## src/pkg/css_consts.svh

```systemverilog
// Constants for the processor sideband control block.
// Contract
// - A recognized purge writes back dirty lines, invalidates caches, then runs flush acknowledge.
// - Purge input low while reset falls selects float test mode instead of normal start.
// - Purge input latched on a falling edge each clock, acted on at instruction boundary.
// - Reset-time purge level is taken on the edge before reset is seen negated.
// - Match output driven except in float test, changes only after strobe, then holds.
// - Inquire hit on a modified line asserts dirty match and requests a writeback.
// - Hit on a line already being written back asserts dirty match without new writeback.
// - Dirty match drives after strobe, holds, and negates one edge after final transfer ready.
// - Bus takeover checked each edge; acknowledge after one edge idle, or after final ready.
// - Hold acknowledge never granted inside a locked sequence of bus cycles.
// - Every clock with hold acknowledge asserted, the bus outputs are floated.
// - Hold acknowledge negates one edge after takeover request is sampled negated.
// - Hold acknowledge ignores backoff and is glitch free, driven except in float test.
// - Takeover request is honoured while warm restart or system reset is asserted.
// - Enable clear: ignore input proceeds, else stall until ignore or an interrupt arrives.
// - Enable set raises vector 10h handler; error-insensitive targets simply continue.
// - Ignore input sampled as a level every edge; asynchronous pulses last two clocks.
// - Warm restart refetches from start address, keeping caches and cache control bits.
// - Warm restart latched on rising edge, taken at boundary; three edges before ready.
// - Maskable interrupt with flag set runs interrupt acknowledge, then jumps to vector.
`ifndef CSS_CONSTS_SVH
`define CSS_CONSTS_SVH
`define CSS_ADDR_W 8
`define CSS_OFS_CTRL 8'h00
`define CSS_OFS_STAT 8'h04
`define CSS_CTRL_NE 0
`define CSS_CTRL_IE 1
`define CSS_CTRL_CD 2
`define CSS_CTRL_NW 3
`define CSS_CTRL_RST 4'h0
`define CSS_RESET_START 28'hFFFFFF0
`define CSS_VEC_NUMERR 8'h10
`define CSS_RESP_OKAY 2'h0
`define CSS_RESP_SLVERR 2'h2
`endif

```

## src/pkg/css_pkg.sv

```systemverilog
// Types shared by the sideband control block.
package css_pkg;
  // Cache purge sequence, Gray coded along its path.
  typedef enum logic [1:0] {
    PG_IDLE = 2'h0,
    PG_WBACK = 2'h1,
    PG_INVAL = 2'h3,
    PG_FACK = 2'h2
  } css_purge_t;
endpackage

```

## src/pkg/css_reg_if.sv

```systemverilog
// Register access path between the bus slave and the control core.
`timescale 1ns/1ps
`include "css_consts.svh"
interface css_reg_if;
  logic wrEn;
  logic [`CSS_ADDR_W-1:0] wrAddr;
  logic [31:0] wrData;
  logic [3:0] wrStrb;
  logic wrOk;
  logic [`CSS_ADDR_W-1:0] rdAddr;
  logic [31:0] rdData;
  logic rdOk;
  modport bus (output wrEn, wrAddr, wrData, wrStrb, rdAddr, input wrOk, rdData, rdOk);
  modport regs (input wrEn, wrAddr, wrData, wrStrb, rdAddr, output wrOk, rdData, rdOk);
endinterface

```

## src/css_sideband_ctrl.sv

```systemverilog
// Processor sideband control: purge, inquire answers, bus hold, numeric error, restart, interrupt.
`timescale 1ns/1ps
`include "css_consts.svh"
module css_sideband_ctrl (
  input wire logic ref_clk,
  input wire logic rst,
  input wire logic ce,
  input wire logic [`CSS_ADDR_W-1:0] s_axi_awaddr,
  input wire logic s_axi_awvalid,
  output logic s_axi_awready,
  input wire logic [31:0] s_axi_wdata,
  input wire logic [3:0] s_axi_wstrb,
  input wire logic s_axi_wvalid,
  output logic s_axi_wready,
  output logic [1:0] s_axi_bresp,
  output logic s_axi_bvalid,
  input wire logic s_axi_bready,
  input wire logic [`CSS_ADDR_W-1:0] s_axi_araddr,
  input wire logic s_axi_arvalid,
  output logic s_axi_arready,
  output logic [31:0] s_axi_rdata,
  output logic [1:0] s_axi_rresp,
  output logic s_axi_rvalid,
  input wire logic s_axi_rready,
  input wire logic cachePurgeN,
  input wire logic warmRestart,
  input wire logic maskableIrq,
  input wire logic mgmtIrqN,
  input wire logic nonmaskIrq,
  input wire logic ignoreNumericErrorN,
  input wire logic busTakeoverRequest,
  input wire logic snoopStrobeN,
  input wire logic transferReadyN,
  input wire logic lookupHit,
  input wire logic lookupModified,
  input wire logic lookupWbBusy,
  input wire logic wbCycleActive,
  input wire logic lastBeat,
  input wire logic cycleInProgress,
  input wire logic lockSeqBusy,
  input wire logic lockMore,
  input wire logic insnBoundary,
  input wire logic wbAllDone,
  input wire logic invalDone,
  input wire logic fackDone,
  input wire logic fpTargetValid,
  input wire logic fpExcPending,
  input wire logic fpErrSensitive,
  input wire logic iackDone,
  input wire logic [7:0] iackVector,
  output logic floatTestMode,
  output logic snoopMatchN,
  output logic snoopMatchOe,
  output logic snoopDirtyMatchN,
  output logic snoopDirtyOe,
  output logic snoopWbReq,
  output logic holdAck,
  output logic holdAckOe,
  output logic busFloat,
  output logic wbAllReq,
  output logic invalReq,
  output logic fackReq,
  output logic restartTake,
  output logic [27:0] restartFetchAddr,
  output logic iackReq,
  output logic [7:0] isrVector,
  output logic isrJump,
  output logic fpStall,
  output logic fpProceed,
  output logic fpVector10,
  output logic fpIrqBreak,
  output logic cacheDisableBit,
  output logic noWritethroughBit
);
  css_reg_if regBus ();

  logic floatTest_r, floatTest_nxt;
  logic purgePrev_r, purgePrev_nxt, purgeLatched_r, purgeLatched_nxt;
  logic warmPrev_r, warmPrev_nxt, warmLatched_r, warmLatched_nxt;
  css_pkg::css_purge_t purgeState_r, purgeState_nxt;
  logic snoopMatch_r, snoopMatch_nxt, dirty_r, dirty_nxt, snoopWb_r, snoopWb_nxt;
  logic holdAck_r, holdAck_nxt;
  logic [3:0] ctrl_r, ctrl_nxt;
  logic iackBusy_r, iackBusy_nxt, isrJump_r, isrJump_nxt, restart_r, restart_nxt;
  logic [7:0] vector_r, vector_nxt;
  logic fpStall_r, fpStall_nxt, fpProceed_r, fpProceed_nxt;
  logic fpVec_r, fpVec_nxt, fpBreak_r, fpBreak_nxt;
  logic snoopSample, finalBeat, boundaryFree, purgeTake, warmTake, irqTake, fpWake;

  // Bus slave in front of the register file.
  css_axil_slave u_slave (
    .ref_clk(ref_clk),
    .rst(rst),
    .ce(ce),
    .s_axi_awaddr(s_axi_awaddr),
    .s_axi_awvalid(s_axi_awvalid),
    .s_axi_awready(s_axi_awready),
    .s_axi_wdata(s_axi_wdata),
    .s_axi_wstrb(s_axi_wstrb),
    .s_axi_wvalid(s_axi_wvalid),
    .s_axi_wready(s_axi_wready),
    .s_axi_bresp(s_axi_bresp),
    .s_axi_bvalid(s_axi_bvalid),
    .s_axi_bready(s_axi_bready),
    .s_axi_araddr(s_axi_araddr),
    .s_axi_arvalid(s_axi_arvalid),
    .s_axi_arready(s_axi_arready),
    .s_axi_rdata(s_axi_rdata),
    .s_axi_rresp(s_axi_rresp),
    .s_axi_rvalid(s_axi_rvalid),
    .s_axi_rready(s_axi_rready),
    .regs(regBus.bus)
  );

  // Shared decode terms.
  assign finalBeat = ~transferReadyN & lastBeat;
  assign snoopSample = ~snoopStrobeN & ~dirty_r & ~floatTest_r;
  assign boundaryFree = insnBoundary & (purgeState_r == css_pkg::PG_IDLE) & ~iackBusy_r;
  assign purgeTake = boundaryFree & purgeLatched_r;
  assign warmTake = boundaryFree & ~purgeLatched_r & warmLatched_r;
  assign irqTake = boundaryFree & ~purgeLatched_r & ~warmLatched_r & maskableIrq
    & ctrl_r[`CSS_CTRL_IE];

  // Reset strap and edge latches for purge and warm restart; a new edge beats the take.
  // The edge trackers follow the pins through reset, so a level held across reset is no edge.
  always_comb begin
    floatTest_nxt = floatTest_r;
    purgePrev_nxt = cachePurgeN;
    warmPrev_nxt = warmRestart;
    purgeLatched_nxt = (purgeLatched_r & ~purgeTake) | (purgePrev_r & ~cachePurgeN);
    warmLatched_nxt = (warmLatched_r & ~warmTake) | (~warmPrev_r & warmRestart);
    if (rst) begin
      floatTest_nxt = ~cachePurgeN;
      purgeLatched_nxt = 1'b0;
      warmLatched_nxt = 1'b0;
    end
  end

  // The strap keeps the last level seen while reset is high.
  always_ff @(posedge ref_clk) begin
    if (ce) begin
      floatTest_r <= floatTest_nxt;
      purgePrev_r <= purgePrev_nxt;
      warmPrev_r <= warmPrev_nxt;
      purgeLatched_r <= purgeLatched_nxt;
      warmLatched_r <= warmLatched_nxt;
    end
  end

  // Purge sequence: write back dirty lines, invalidate all, then flush acknowledge cycle.
  always_comb begin
    purgeState_nxt = purgeState_r;
    unique case (purgeState_r)
      css_pkg::PG_IDLE: begin
        if (purgeTake) begin
          purgeState_nxt = css_pkg::PG_WBACK;
        end
      end
      css_pkg::PG_WBACK: begin
        if (wbAllDone) begin
          purgeState_nxt = css_pkg::PG_INVAL;
        end
      end
      css_pkg::PG_INVAL: begin
        if (invalDone) begin
          purgeState_nxt = css_pkg::PG_FACK;
        end
      end
      css_pkg::PG_FACK: begin
        if (fackDone) begin
          purgeState_nxt = css_pkg::PG_IDLE;
        end
      end
    endcase
  end

  // Purge state register.
  always_ff @(posedge ref_clk) begin
    if (rst) begin
      purgeState_r <= css_pkg::PG_IDLE;
    end else if (ce) begin
      purgeState_r <= purgeState_nxt;
    end
  end

  // Inquire answers are set on the edge after the strobe and dirty clears after the final ready; dirty blocks new strobes.
  always_comb begin
    snoopMatch_nxt = snoopMatch_r;
    dirty_nxt = dirty_r;
    snoopWb_nxt = 1'b0;
    if (snoopSample) begin
      snoopMatch_nxt = lookupHit;
      dirty_nxt = lookupModified;
      snoopWb_nxt = lookupModified & ~lookupWbBusy;
    end else if (dirty_r & wbCycleActive & finalBeat) begin
      dirty_nxt = 1'b0;
    end
  end

  // Inquire answer registers.
  always_ff @(posedge ref_clk) begin
    if (rst) begin
      snoopMatch_r <= 1'b0;
      dirty_r <= 1'b0;
      snoopWb_r <= 1'b0;
    end else if (ce) begin
      snoopMatch_r <= snoopMatch_nxt;
      dirty_r <= dirty_nxt;
      snoopWb_r <= snoopWb_nxt;
    end
  end

  // Bus hold: grant when idle or after a final ready, never inside a locked run.
  always_comb begin
    holdAck_nxt = 1'b0;
    if (busTakeoverRequest) begin
      if (holdAck_r | rst) begin
        holdAck_nxt = 1'b1;
      end else if (~cycleInProgress & ~lockSeqBusy) begin
        holdAck_nxt = 1'b1;
      end else if (finalBeat & ~lockMore) begin
        holdAck_nxt = 1'b1;
      end
    end
  end

  // Hold acknowledge register; it also runs through reset.
  always_ff @(posedge ref_clk) begin
    if (ce) begin
      holdAck_r <= holdAck_nxt;
    end
  end

  // Control register writes; a warm restart clears the flags but keeps cache control.
  always_comb begin
    ctrl_nxt = ctrl_r;
    if (regBus.wrEn && regBus.wrAddr == `CSS_OFS_CTRL && regBus.wrStrb[0]) begin
      ctrl_nxt = regBus.wrData[3:0];
    end
    if (warmTake) begin
      ctrl_nxt[`CSS_CTRL_NE] = 1'b0;
      ctrl_nxt[`CSS_CTRL_IE] = 1'b0;
    end
  end

  // Control register.
  always_ff @(posedge ref_clk) begin
    if (rst) begin
      ctrl_r <= `CSS_CTRL_RST;
    end else if (ce) begin
      ctrl_r <= ctrl_nxt;
    end
  end

  // Register read decode and status word.
  always_comb begin
    regBus.wrOk = (regBus.wrAddr == `CSS_OFS_CTRL) || (regBus.wrAddr == `CSS_OFS_STAT);
    regBus.rdOk = 1'b1;
    regBus.rdData = 32'h0000_0000;
    if (regBus.rdAddr == `CSS_OFS_CTRL) begin
      regBus.rdData = {28'h0000000, ctrl_r};
    end else if (regBus.rdAddr == `CSS_OFS_STAT) begin
      regBus.rdData = {16'h0000, vector_r, 1'b0, purgeState_r, fpStall_r, holdAck_r,
        warmLatched_r, purgeLatched_r, floatTest_r};
    end else begin
      regBus.rdOk = 1'b0;
    end
  end

  // Restart pulse and interrupt acknowledge handshake with vector capture.
  always_comb begin
    restart_nxt = warmTake;
    iackBusy_nxt = iackBusy_r;
    isrJump_nxt = 1'b0;
    vector_nxt = vector_r;
    if (irqTake) begin
      iackBusy_nxt = 1'b1;
    end else if (iackBusy_r & iackDone) begin
      iackBusy_nxt = 1'b0;
      isrJump_nxt = 1'b1;
      vector_nxt = iackVector;
    end
  end

  // Restart and interrupt registers.
  always_ff @(posedge ref_clk) begin
    if (rst) begin
      restart_r <= 1'b0;
      iackBusy_r <= 1'b0;
      isrJump_r <= 1'b0;
      vector_r <= 8'h00;
    end else if (ce) begin
      restart_r <= restart_nxt;
      iackBusy_r <= iackBusy_nxt;
      isrJump_r <= isrJump_nxt;
      vector_r <= vector_nxt;
    end
  end

  // Numeric error decision for a target instruction, sampled as levels every edge.
  assign fpWake = maskableIrq | ~mgmtIrqN | nonmaskIrq | warmRestart;
  always_comb begin
    fpProceed_nxt = 1'b0;
    fpVec_nxt = 1'b0;
    fpBreak_nxt = 1'b0;
    fpStall_nxt = 1'b0;
    if (fpTargetValid) begin
      if (~fpExcPending | ~fpErrSensitive) begin
        fpProceed_nxt = 1'b1;
      end else if (ctrl_r[`CSS_CTRL_NE]) begin
        fpVec_nxt = 1'b1;
      end else if (~ignoreNumericErrorN) begin
        fpProceed_nxt = 1'b1;
      end else if (fpWake) begin
        fpBreak_nxt = 1'b1;
      end else begin
        fpStall_nxt = 1'b1;
      end
    end
  end

  // Numeric error decision registers.
  always_ff @(posedge ref_clk) begin
    if (rst) begin
      fpProceed_r <= 1'b0;
      fpVec_r <= 1'b0;
      fpBreak_r <= 1'b0;
      fpStall_r <= 1'b0;
    end else if (ce) begin
      fpProceed_r <= fpProceed_nxt;
      fpVec_r <= fpVec_nxt;
      fpBreak_r <= fpBreak_nxt;
      fpStall_r <= fpStall_nxt;
    end
  end

  // Pin drivers; the match, dirty match and hold acknowledge drivers are released in float test mode.
  assign floatTestMode = floatTest_r;
  assign snoopMatchN = ~snoopMatch_r;
  assign snoopMatchOe = ~floatTest_r;
  assign snoopDirtyMatchN = ~dirty_r;
  assign snoopDirtyOe = ~floatTest_r;
  assign snoopWbReq = snoopWb_r;
  assign holdAck = holdAck_r;
  assign holdAckOe = ~floatTest_r;
  assign busFloat = holdAck_r | floatTest_r;
  assign wbAllReq = (purgeState_r == css_pkg::PG_WBACK);
  assign invalReq = (purgeState_r == css_pkg::PG_INVAL);
  assign fackReq = (purgeState_r == css_pkg::PG_FACK);
  assign restartTake = restart_r;
  assign restartFetchAddr = `CSS_RESET_START;
  assign iackReq = iackBusy_r;
  assign isrVector = vector_r;
  assign isrJump = isrJump_r;
  assign fpStall = fpStall_r;
  assign fpProceed = fpProceed_r;
  assign fpVector10 = fpVec_r;
  assign fpIrqBreak = fpBreak_r;
  assign cacheDisableBit = ctrl_r[`CSS_CTRL_CD];
  assign noWritethroughBit = ctrl_r[`CSS_CTRL_NW];
endmodule // css_sideband_ctrl

```

## src/css_axil_slave.sv

```systemverilog
// AXI4-Lite slave that turns bus transfers into register accesses.
`timescale 1ns/1ps
`include "css_consts.svh"
module css_axil_slave (
  input wire logic ref_clk,
  input wire logic rst,
  input wire logic ce,
  input wire logic [`CSS_ADDR_W-1:0] s_axi_awaddr,
  input wire logic s_axi_awvalid,
  output logic s_axi_awready,
  input wire logic [31:0] s_axi_wdata,
  input wire logic [3:0] s_axi_wstrb,
  input wire logic s_axi_wvalid,
  output logic s_axi_wready,
  output logic [1:0] s_axi_bresp,
  output logic s_axi_bvalid,
  input wire logic s_axi_bready,
  input wire logic [`CSS_ADDR_W-1:0] s_axi_araddr,
  input wire logic s_axi_arvalid,
  output logic s_axi_arready,
  output logic [31:0] s_axi_rdata,
  output logic [1:0] s_axi_rresp,
  output logic s_axi_rvalid,
  input wire logic s_axi_rready,
  css_reg_if.bus regs
);
  logic bvalid_r, bvalid_nxt, rvalid_r, rvalid_nxt;
  logic [1:0] bresp_r, bresp_nxt, rresp_r, rresp_nxt;
  logic [31:0] rdata_r, rdata_nxt;
  logic wrTake, rdTake;

  // Address and data are taken together, only while no response is waiting.
  assign wrTake = ce & s_axi_awvalid & s_axi_wvalid & ~bvalid_r & ~rst;
  assign rdTake = ce & s_axi_arvalid & ~rvalid_r & ~rst;
  assign s_axi_awready = wrTake;
  assign s_axi_wready = wrTake;
  assign s_axi_arready = rdTake;
  assign regs.wrEn = wrTake;
  assign regs.wrAddr = s_axi_awaddr;
  assign regs.wrData = s_axi_wdata;
  assign regs.wrStrb = s_axi_wstrb;
  assign regs.rdAddr = s_axi_araddr;
  assign s_axi_bvalid = bvalid_r;
  assign s_axi_bresp = bresp_r;
  assign s_axi_rvalid = rvalid_r;
  assign s_axi_rresp = rresp_r;
  assign s_axi_rdata = rdata_r;

  // Response channels hold until the master accepts them.
  always_comb begin
    bvalid_nxt = bvalid_r & ~s_axi_bready;
    bresp_nxt = bresp_r;
    rvalid_nxt = rvalid_r & ~s_axi_rready;
    rresp_nxt = rresp_r;
    rdata_nxt = rdata_r;
    if (wrTake) begin
      bvalid_nxt = 1'b1;
      bresp_nxt = regs.wrOk ? `CSS_RESP_OKAY : `CSS_RESP_SLVERR;
    end
    if (rdTake) begin
      rvalid_nxt = 1'b1;
      rresp_nxt = regs.rdOk ? `CSS_RESP_OKAY : `CSS_RESP_SLVERR;
      rdata_nxt = regs.rdOk ? regs.rdData : 32'h0000_0000;
    end
  end

  // Response registers.
  always_ff @(posedge ref_clk) begin
    if (rst) begin
      bvalid_r <= 1'b0;
      bresp_r <= `CSS_RESP_OKAY;
      rvalid_r <= 1'b0;
      rresp_r <= `CSS_RESP_OKAY;
      rdata_r <= 32'h0000_0000;
    end else if (ce) begin
      bvalid_r <= bvalid_nxt;
      bresp_r <= bresp_nxt;
      rvalid_r <= rvalid_nxt;
      rresp_r <= rresp_nxt;
      rdata_r <= rdata_nxt;
    end
  end
endmodule // css_axil_slave

```

## config.mk

```make
export PLATFORM = sky130hd
export DESIGN_NAME = css_sideband_ctrl
export DESIGN_NICKNAME = d
export VERILOG_FILES = /design/src/pkg/css_pkg.sv /design/src/pkg/css_reg_if.sv /design/src/css_sideband_ctrl.sv /design/src/css_axil_slave.sv
export VERILOG_INCLUDE_DIRS = /design/src /design/src/pkg
export SDC_FILE = /design/constraint.sdc
export NUM_CORES = 1
export LEC_CHECK = 0
export ABC_AREA = 1
export CORE_UTILIZATION = 30
export DETAILED_ROUTE_END_ITERATION = 16
export DONT_BUFFER_PORTS = 1
export GPL_TIMING_DRIVEN = 1
export SLEW_MARGIN = 20
export SYNTH_ARGS = -nofsm -noshare
export SYNTH_HDL_FRONTEND = slang
export SYNTH_SLANG_ARGS = --single-unit
```

## constraint.sdc

```tcl
create_clock -name ref_clk -period 1.4 [get_ports ref_clk]
set_input_delay 0.28 -clock ref_clk [delete_from_list [all_inputs] [get_ports ref_clk]]
set_output_delay 0.28 -clock ref_clk [all_outputs]
set_load 0.05 [all_outputs]
```

==> results of run 1 <==
## sequential cells by signal (all words and copies together), names as in the netlist, 2 cells and up
signal and count:
u_slave.s_axi_rdata 15, isrVector 8, purgeState_r 2, ctrl_r 4
## layer usage
metal / wire length, um / global-route usage (%) / vias up
met5: 0 / 0 / -
met1: 2602 / 16.52 / 950
li1: - / - / 1046
met4: 57 / 3.077 / 0
met3: 385 / 3.784 / 6
met2: 2949 / 22.46 / 93
## final timing paths
path / startpoint / end / slack [ps] / depth (start not counted)
worst min register to register: ctrl_r[3]$_SDFFE_PP0P_ / ctrl_r[3]$_SDFFE_PP0P_ / 470 / 2
worst min-delay path: rst / ctrl_r[0]$_SDFFE_PP0P_ / 40 / 1
worst max register to register: purgeState_r[1]$_SDFFE_PP0P_ / warmLatched_r$_SDFFCE_PP0P_ / 150 / 6
worst max-delay path: floatTestMode$_DFFE_PP_ / busFloat / 10 / 1
## layout make-up
| cell class | instances | share of cell area, % |
|---|---|---|
| Tap cell | 105 | 4.543 |
| Inverter | 42 | 5.712 |
| Timing Repair Buffer | 35 | 10.90 |
| Sequential cell | 49 | 36.17 |
| Multi-Input combinational cell | 240 | 39.55 |
| Clock inverter | 3 | 0.7356 |
| Clock buffer | 5 | 2.380 |
## repair_timing
item,4_1_cts,5_1_grt
endpoints found under the setup margin,7,12
pin swaps,2,5
buffers inserted,3,4
gates resized for setup,10,9
## synthesized netlist by cell type, types with 2 or more instances
master,count,area [sq um]
a21oi_2,2,17.52
nor2_1,22,82.58
nand2_2,3,18.77
a21oi_1,29,145.1
nand2_1,76,285.3
nand4_2,2,25.02
inv_1,42,157.7
edfxtp_1,6,180.2
nand3_4,2,35.03
nor2_2,5,31.28
buf_4,51,382.9
clkbuf_1,2,7.510
o21ai_0,16,80.08
nand4_1,3,18.77
buf_2,4,20.02
nand3_1,24,120.1
dfxtp_1,43,860.8
conb_1,2,7.510
## worst reg2reg max path: stages, from the launching register on
cell and delay [ps]:
dfxtp_2 340, inv_1 100, nand2_1 90, nor2_2 160, inv_1 90, o21ai_0 140, a21oi_1 80
## stage by stage
stage / util [%] / instance area, sq um / setup TNS (ps)
floorplan: - / 2758 / -956.9
global placement: 32.73 / 2703 / 0
detailed placement: 32.73 / 2703 / 0
CTS: 34.48 / 2848 / 0
global route: 35.02 / 2892 / -55.55
finish: 35.02 / 2892 / 0
## logic make-up after synthesis
| family | count (synthesis) | share of synthesized area (%) |
|---|---|---|
| AO/OA/AOI/OAI | 52 | 10.98 |
| buffers and inverters | 101 | 22.74 |
| flip-flops | 49 | 40.61 |
| other | 2 | 0.2929 |
| AND/OR/NAND/NOR | 141 | 25.38 |
## power groups by stage
stage / registers, mW / clock network, mW / logic (mW)
detailed placement: 1.53 / 0 / 0.674
finish: 1.50 / 0.852 / 0.710
global route: 1.51 / 0.947 / 0.760
floorplan: 1.57 / 0 / 0.640
CTS: 1.50 / 0.892 / 0.697
global placement: 1.53 / 0 / 0.666
==> impl_results.md, run 1 <==
- Commonest non-fill, non-tap cell in the layout: nand2_1
- First-pass GRT wire length: 9087 um
- Layout Skew: 9.806 ps
- CTS tree: done
- Wire length per cell: 12.52 um
- Setup crit start kind: flop
- Die H: around 94 um
- CP peak stage delay: between 400 and 500 ps
- CTS Buffer Depth: 2
- FP Rows: 33
- Tot Pwr: 3.062 mW
- Worst hold slack: 36.65 ps
- Static Leak: approximately 1.3 nW
- Initial Util: a little under a third
- CTS root buf: clkbuf_8
- Worst Path Max Fanout: 4
- Switching part of the total: a little over a third
- Place WS: approximately 100 ps
- Vias in the first global route: 1,890
- GPL Wtd Cong: 0.7611
- Seq cells post-synth: 49
- Clock Sinks: 49
- Sequential share of the synthesized area: 40.61%
- F_max: 721.9 MHz
- Register area: 1046 sq um
- GR Overflow Total: 0
- Worst Setup Path Type: reg -> out
- Number of synthesized flops with an enable pin: 6
- Least-Margin Pin Slew: 555.7 ps
- Rel. slew slack: 62.91%
- Dpl cells: roughly 470
- PD cells: 1059 nW/um^2
- # nets final: 466
- Tot GR Track Use: 13.26%
- Status: finished, final reports clean
- Cell family with most CP delay: flip-flops
- Total wire length after detailed routing: 5995 um
- Worst skew pair latency: 300 ps
- Port Buffers: 0
- Internal power: 1.967 mW
- Clk network pwr share: 27.8%
- Buf/Inv on CP: 0
- I/O pin count: 191
- Final setup fails: 0
- Die width: 94.44 um
- Max VDD drop: 462.3 uV
- RSZ-0062 raised after global routing: true
- Drc violations: 0
- Synthesis warning total: 0
- Die ar.: 8919 sq um
- Layout cells sized above 1: roughly a fifth
- Mapped Area: 2564 sq um
- CTS H-Tree Depth: 2
- Vias per cell: 4.374
- Initial antenna violation count: 0
- Number of distinct library cells after synthesis: 29
- Total number of vias: 2,095
- Slowest CP cell: edfxtp_1
- Clock-pin slew of the registers on the worst-case setup and hold paths: about 100 ps
- Most frequent cells in the layout: nand2_1 (75), conb_1 (47), dfxtp_1 (39)
- Largest net degree at the start of global routing: 29
- Kind of end point of the critical path: primary output
- Syn Area/Cell: 7.431 sq um
- Combinational share of power: 23.2%
- Min Clock Period, post-route: 1385 ps
- Max Cap Viol: 0
- Post-synth top flop: dfxtp_1
- Num CTS Buffers: 5
- Pins Over Slew Limit: 0
- Fin cells: roughly 480
- Hold Crit Class: in -> reg
- Critical Path, Cell by Cell: or2_4
- Final worst path period share: 98.94%
- Dpl hpwl: 4668 um
- Post-Synthesis Cells: approximately 350
- CP Data Required Time: about 1100 ps
- Hold bufs inserted after CTS: 0
- Share of power burned in registers: roughly half
- Async SR Flop Fraction: 0%
- Fillers: between 900 and 1k
- Area Growth Syn to Fin: 12.79%
- Core region area: 8258 sq um
- DR pass1 iterations: 4
- Final hold vios: 0
- Number of diodes: 0
- ANT nets after route: 0
- Critical Path AT: 1110 ps
- Net switching power: 1.095 mW
- Final WS setup: between 10 and 15 ps
- Initial DRC count: 65
- Multi-input logic area: around 1100 sq um
Note: power is estimated with default switching activity, not from simulation.
==> inputs of run 2 (changes only) <==
--- a/config.mk
+++ b/config.mk
@@ -8,6 +8,7 @@
 export LEC_CHECK = 0
 export ABC_AREA = 1
 export CORE_UTILIZATION = 30
+export CTS_CLUSTER_DIAMETER = 80
 export DETAILED_ROUTE_END_ITERATION = 16
 export DONT_BUFFER_PORTS = 1
 export GPL_TIMING_DRIVEN = 1
==> constraint.sdc (replaced) <==
create_clock -name ref_clk -period 1.4 [get_ports ref_clk]
set_input_delay 0.07 -clock ref_clk [delete_from_list [all_inputs] [get_ports ref_clk]]
set_output_delay 0.07 -clock ref_clk [all_outputs]
set_load 0.05 [all_outputs]
==> impl_results.md, run 2 (synthesized netlist as in run 1, its figures left out) <==
- Status: finished, final reports clean
- Die H: 94.44 um (unchanged)
- Tot GR Track Use: 14.28% (+1.0 points)
- Final hold vios: 0 (unchanged)
- Initial DRC count: 53 (-18%)
- Worst skew pair latency: 310 ps (about the same)
- CP peak stage delay: 330 ps (-140 ps)
- Final WS setup: 66.24 ps (+51.41 ps)
- Number of diodes: 0 (unchanged)
- Critical Path AT: 1260 ps (+150 ps)
- Setup crit start kind: flop
- Clock Sinks: 49 (unchanged)
- Core region area: 8258 sq um (unchanged)
- CTS Buffer Depth: 2 (unchanged)
- Worst Setup Path Type: reg -> out
- Vias per cell: 4.345 (-0.65%)
- Pins Over Slew Limit: 0 (unchanged)
- Largest register FFs: 15 (unchanged)
- F_max: 749.8 MHz (+3.9%)
- Area Growth Syn to Fin: 26.26%
- Layout cells sized above 1: 21.00% (+0.95 points)
- Total wire length after detailed routing: 6295 um (+5.0%)
- Final worst path period share: 95.27% (-3.7 points)
- Reg2Reg Setup Slack: 150 ps (about the same)
- Clock-pin slew of the registers on the worst-case setup and hold paths: 100 ps (about the same)
- Layout Skew: 15.20 ps (+5.391 ps)
- Hold Crit Depth: 2 (+1)
- Fin util: 39.20% (+4.2 points)
- DR pass1 iterations: 4 (unchanged)
- Kind of end point of the critical path: primary output
- Vias in the first global route: 2,098 (+11%)
- Largest net degree at the start of global routing: 29 (unchanged)
- Total number of vias: 2,277 (+8.7%)
- Port Buffers: 0 (unchanged)
- Path depth of the worst reg2reg path: 6 (unchanged)
- ANT nets after route: 0 (unchanged)
- PD cells: 959.1 nW/um^2 (-9.4%)
- I/O pin count: 191 (unchanged)
- GPL Wtd Cong: 0.7074 (-7.1%)
- CTS tree: done
- # nets final: 511 (+9.7%)
- Initial Util: 31.05% (unchanged)
- Hold Crit Class: in -> reg
- Rel. slew slack: 43.19% (-20 points)
- Num CTS Buffers: 5 (unchanged)
- Place WS: 108.5 ps (+4.623 ps)
- DP Area: 2865 sq um (+6.0%)
- Critical Path, Cell by Cell: nor2_2, nand3_4, buf_8, clkinvlp_4, buf_8
- Die width: 94.44 um (unchanged)
- Min Clock Period, post-route: 1334 ps (-51.41 ps)
- Initial antenna violation count: 0 (unchanged)
- FF-to-FF End: warmLatched_r$_SDFFCE_PP0P_
- Tot Pwr: 3.104 mW (+1.4%)
- Die ar.: 8919 sq um (unchanged)
- Most frequent cells in the layout: nand2_1 (76), buf_4 (53), conb_1 (47)
- Dpl hpwl: 4620 um (-1.0%)
- RSZ-0062 raised after global routing: false
- Wire length per cell: 12.01 um (-4.0%)
- Static Leak: 1.503 nW (+16%)
- FP Rows: 33 (unchanged)
- Max Cap Viol: 0 (unchanged)
- Design area: 3237 sq um (+12%)
- CTS root buf: clkbuf_8
- Max VDD drop: 359.9 uV (-22%)
- Fillers: 878 (-3.6%)
- Drc violations: 0 (unchanged)
- Least-Margin Pin Slew: 849.3 ps (+293.6 ps)
- Worst Path Max Fanout: 17 (+13)
- CP Data Required Time: 1330 ps (+210 ps)
- CTS H-Tree Depth: 2 (unchanged)
- Commonest non-fill, non-tap cell in the layout: nand2_1
- Hold EP: warmLatched_r$_SDFFCE_PP0P_
- Final setup fails: 0 (unchanged)
- Cell repeated most along the worst path: buf_8
- Slowest CP cell: dfxtp_2
- Launching point of the worst reg2reg path: purgeState_r[1]$_SDFFE_PP0P_
- Launch point of the worst hold path: warmRestart
- GR Overflow Total: 0 (unchanged)
- First-pass GRT wire length: 9887 um (+8.8%)
## run 2: changes by cell type in the layout (fill, tap and decap cells not counted), sizes merged
cell,before,now
dlygate4sd3,0,24
buf,35,55
dlymetal6s4s,0,1
clkinvlp,3,4
clkinv,1,0
## run 2: cell type report
cell class | count | area, sq um | area share (%)
Tap cell | 105 | 131.4 | 4.059
Clock inverter | 3 | 22.52 | 0.6958
Sequential cell | 49 | 1044 | 32.24
Timing Repair Buffer | 80 | 680.7 | 21.03
Multi-Input combinational cell | 240 | 1129 | 34.87
Clock buffer | 5 | 68.82 | 2.126
Inverter | 42 | 161.4 | 4.986
## run 2: worst max-delay path by stage
| stage | slack (ps) | endpoint | startpoint |
|---|---|---|---|
| 3_5_place_dp | 110 | warmLatched_r$_SDFFCE_PP0P_ | purgeState_r[1]$_SDFFE_PP0P_ |
| 5_1_grt | 3 | s_axi_arready | u_slave.s_axi_rvalid$_SDFFE_PP0P_ |
| 4_1_cts | 20 | s_axi_arready | u_slave.s_axi_rvalid$_SDFFE_PP0P_ |
| 6_report | 70 | s_axi_arready | u_slave.s_axi_rvalid$_SDFFE_PP0P_ |
| 2_1_floorplan | -220 | snoopWbReq$_SDFFE_PP0P_ | floatTestMode$_DFFE_PP_ |
| 3_3_place_gp | 140 | warmLatched_r$_SDFFCE_PP0P_ | purgeState_r[1]$_SDFFE_PP0P_ |
## run 2: routing by layer
| layer | GRT usage [%] | part of all wire [%] | routed length [um] | vias to the layer above |
|---|---|---|---|---|
| met5 | 0 | 0 | 0 | - |
| met4 | 3.077 | 0.91 | 57 | 0 |
| met3 | 3.060 | 5.4 | 339 | 6 |
| met2 | 26.27 | 50 | 3173 | 96 |
| met1 | 16.84 | 43 | 2725 | 1036 |
| li1 | - | - | - | 1139 |
## run 2: per-stage QoR
stage,hold WS (ps),cells,TNS [ps]
2_1_floorplan,168.9,390,-536.9
3_3_place_gp,140.1,490,0
3_5_place_dp,140.9,490,0
4_1_cts,8.619,524,0
5_1_grt,23.51,524,0
6_report,20.82,524,0
## run 2: worst max-delay path, delay by kind of cell (launching register included)
family,cells,cell delay [ps]
flip-flops,1,330
buffers and inverters,3,400
AND/OR/NAND/NOR,2,230
## run 2: report_power, final
part / switching, mW / internal [mW] / total (mW)
Clock: 0.501 / 0.351 / 0.852
Sequential: 0.0239 / 1.46 / 1.48
Combinational: 0.592 / 0.176 / 0.769
Total: 1.12 / 1.99 / 3.10
## run 2: repair_timing
item / CTS / global route
resized for setup: 4 / 3
endpoints found under the hold margin: 40 / 0
setup endpoints to repair: 1 / 4
buffers inserted: 1 / 0
hold buffers: 25 / 0
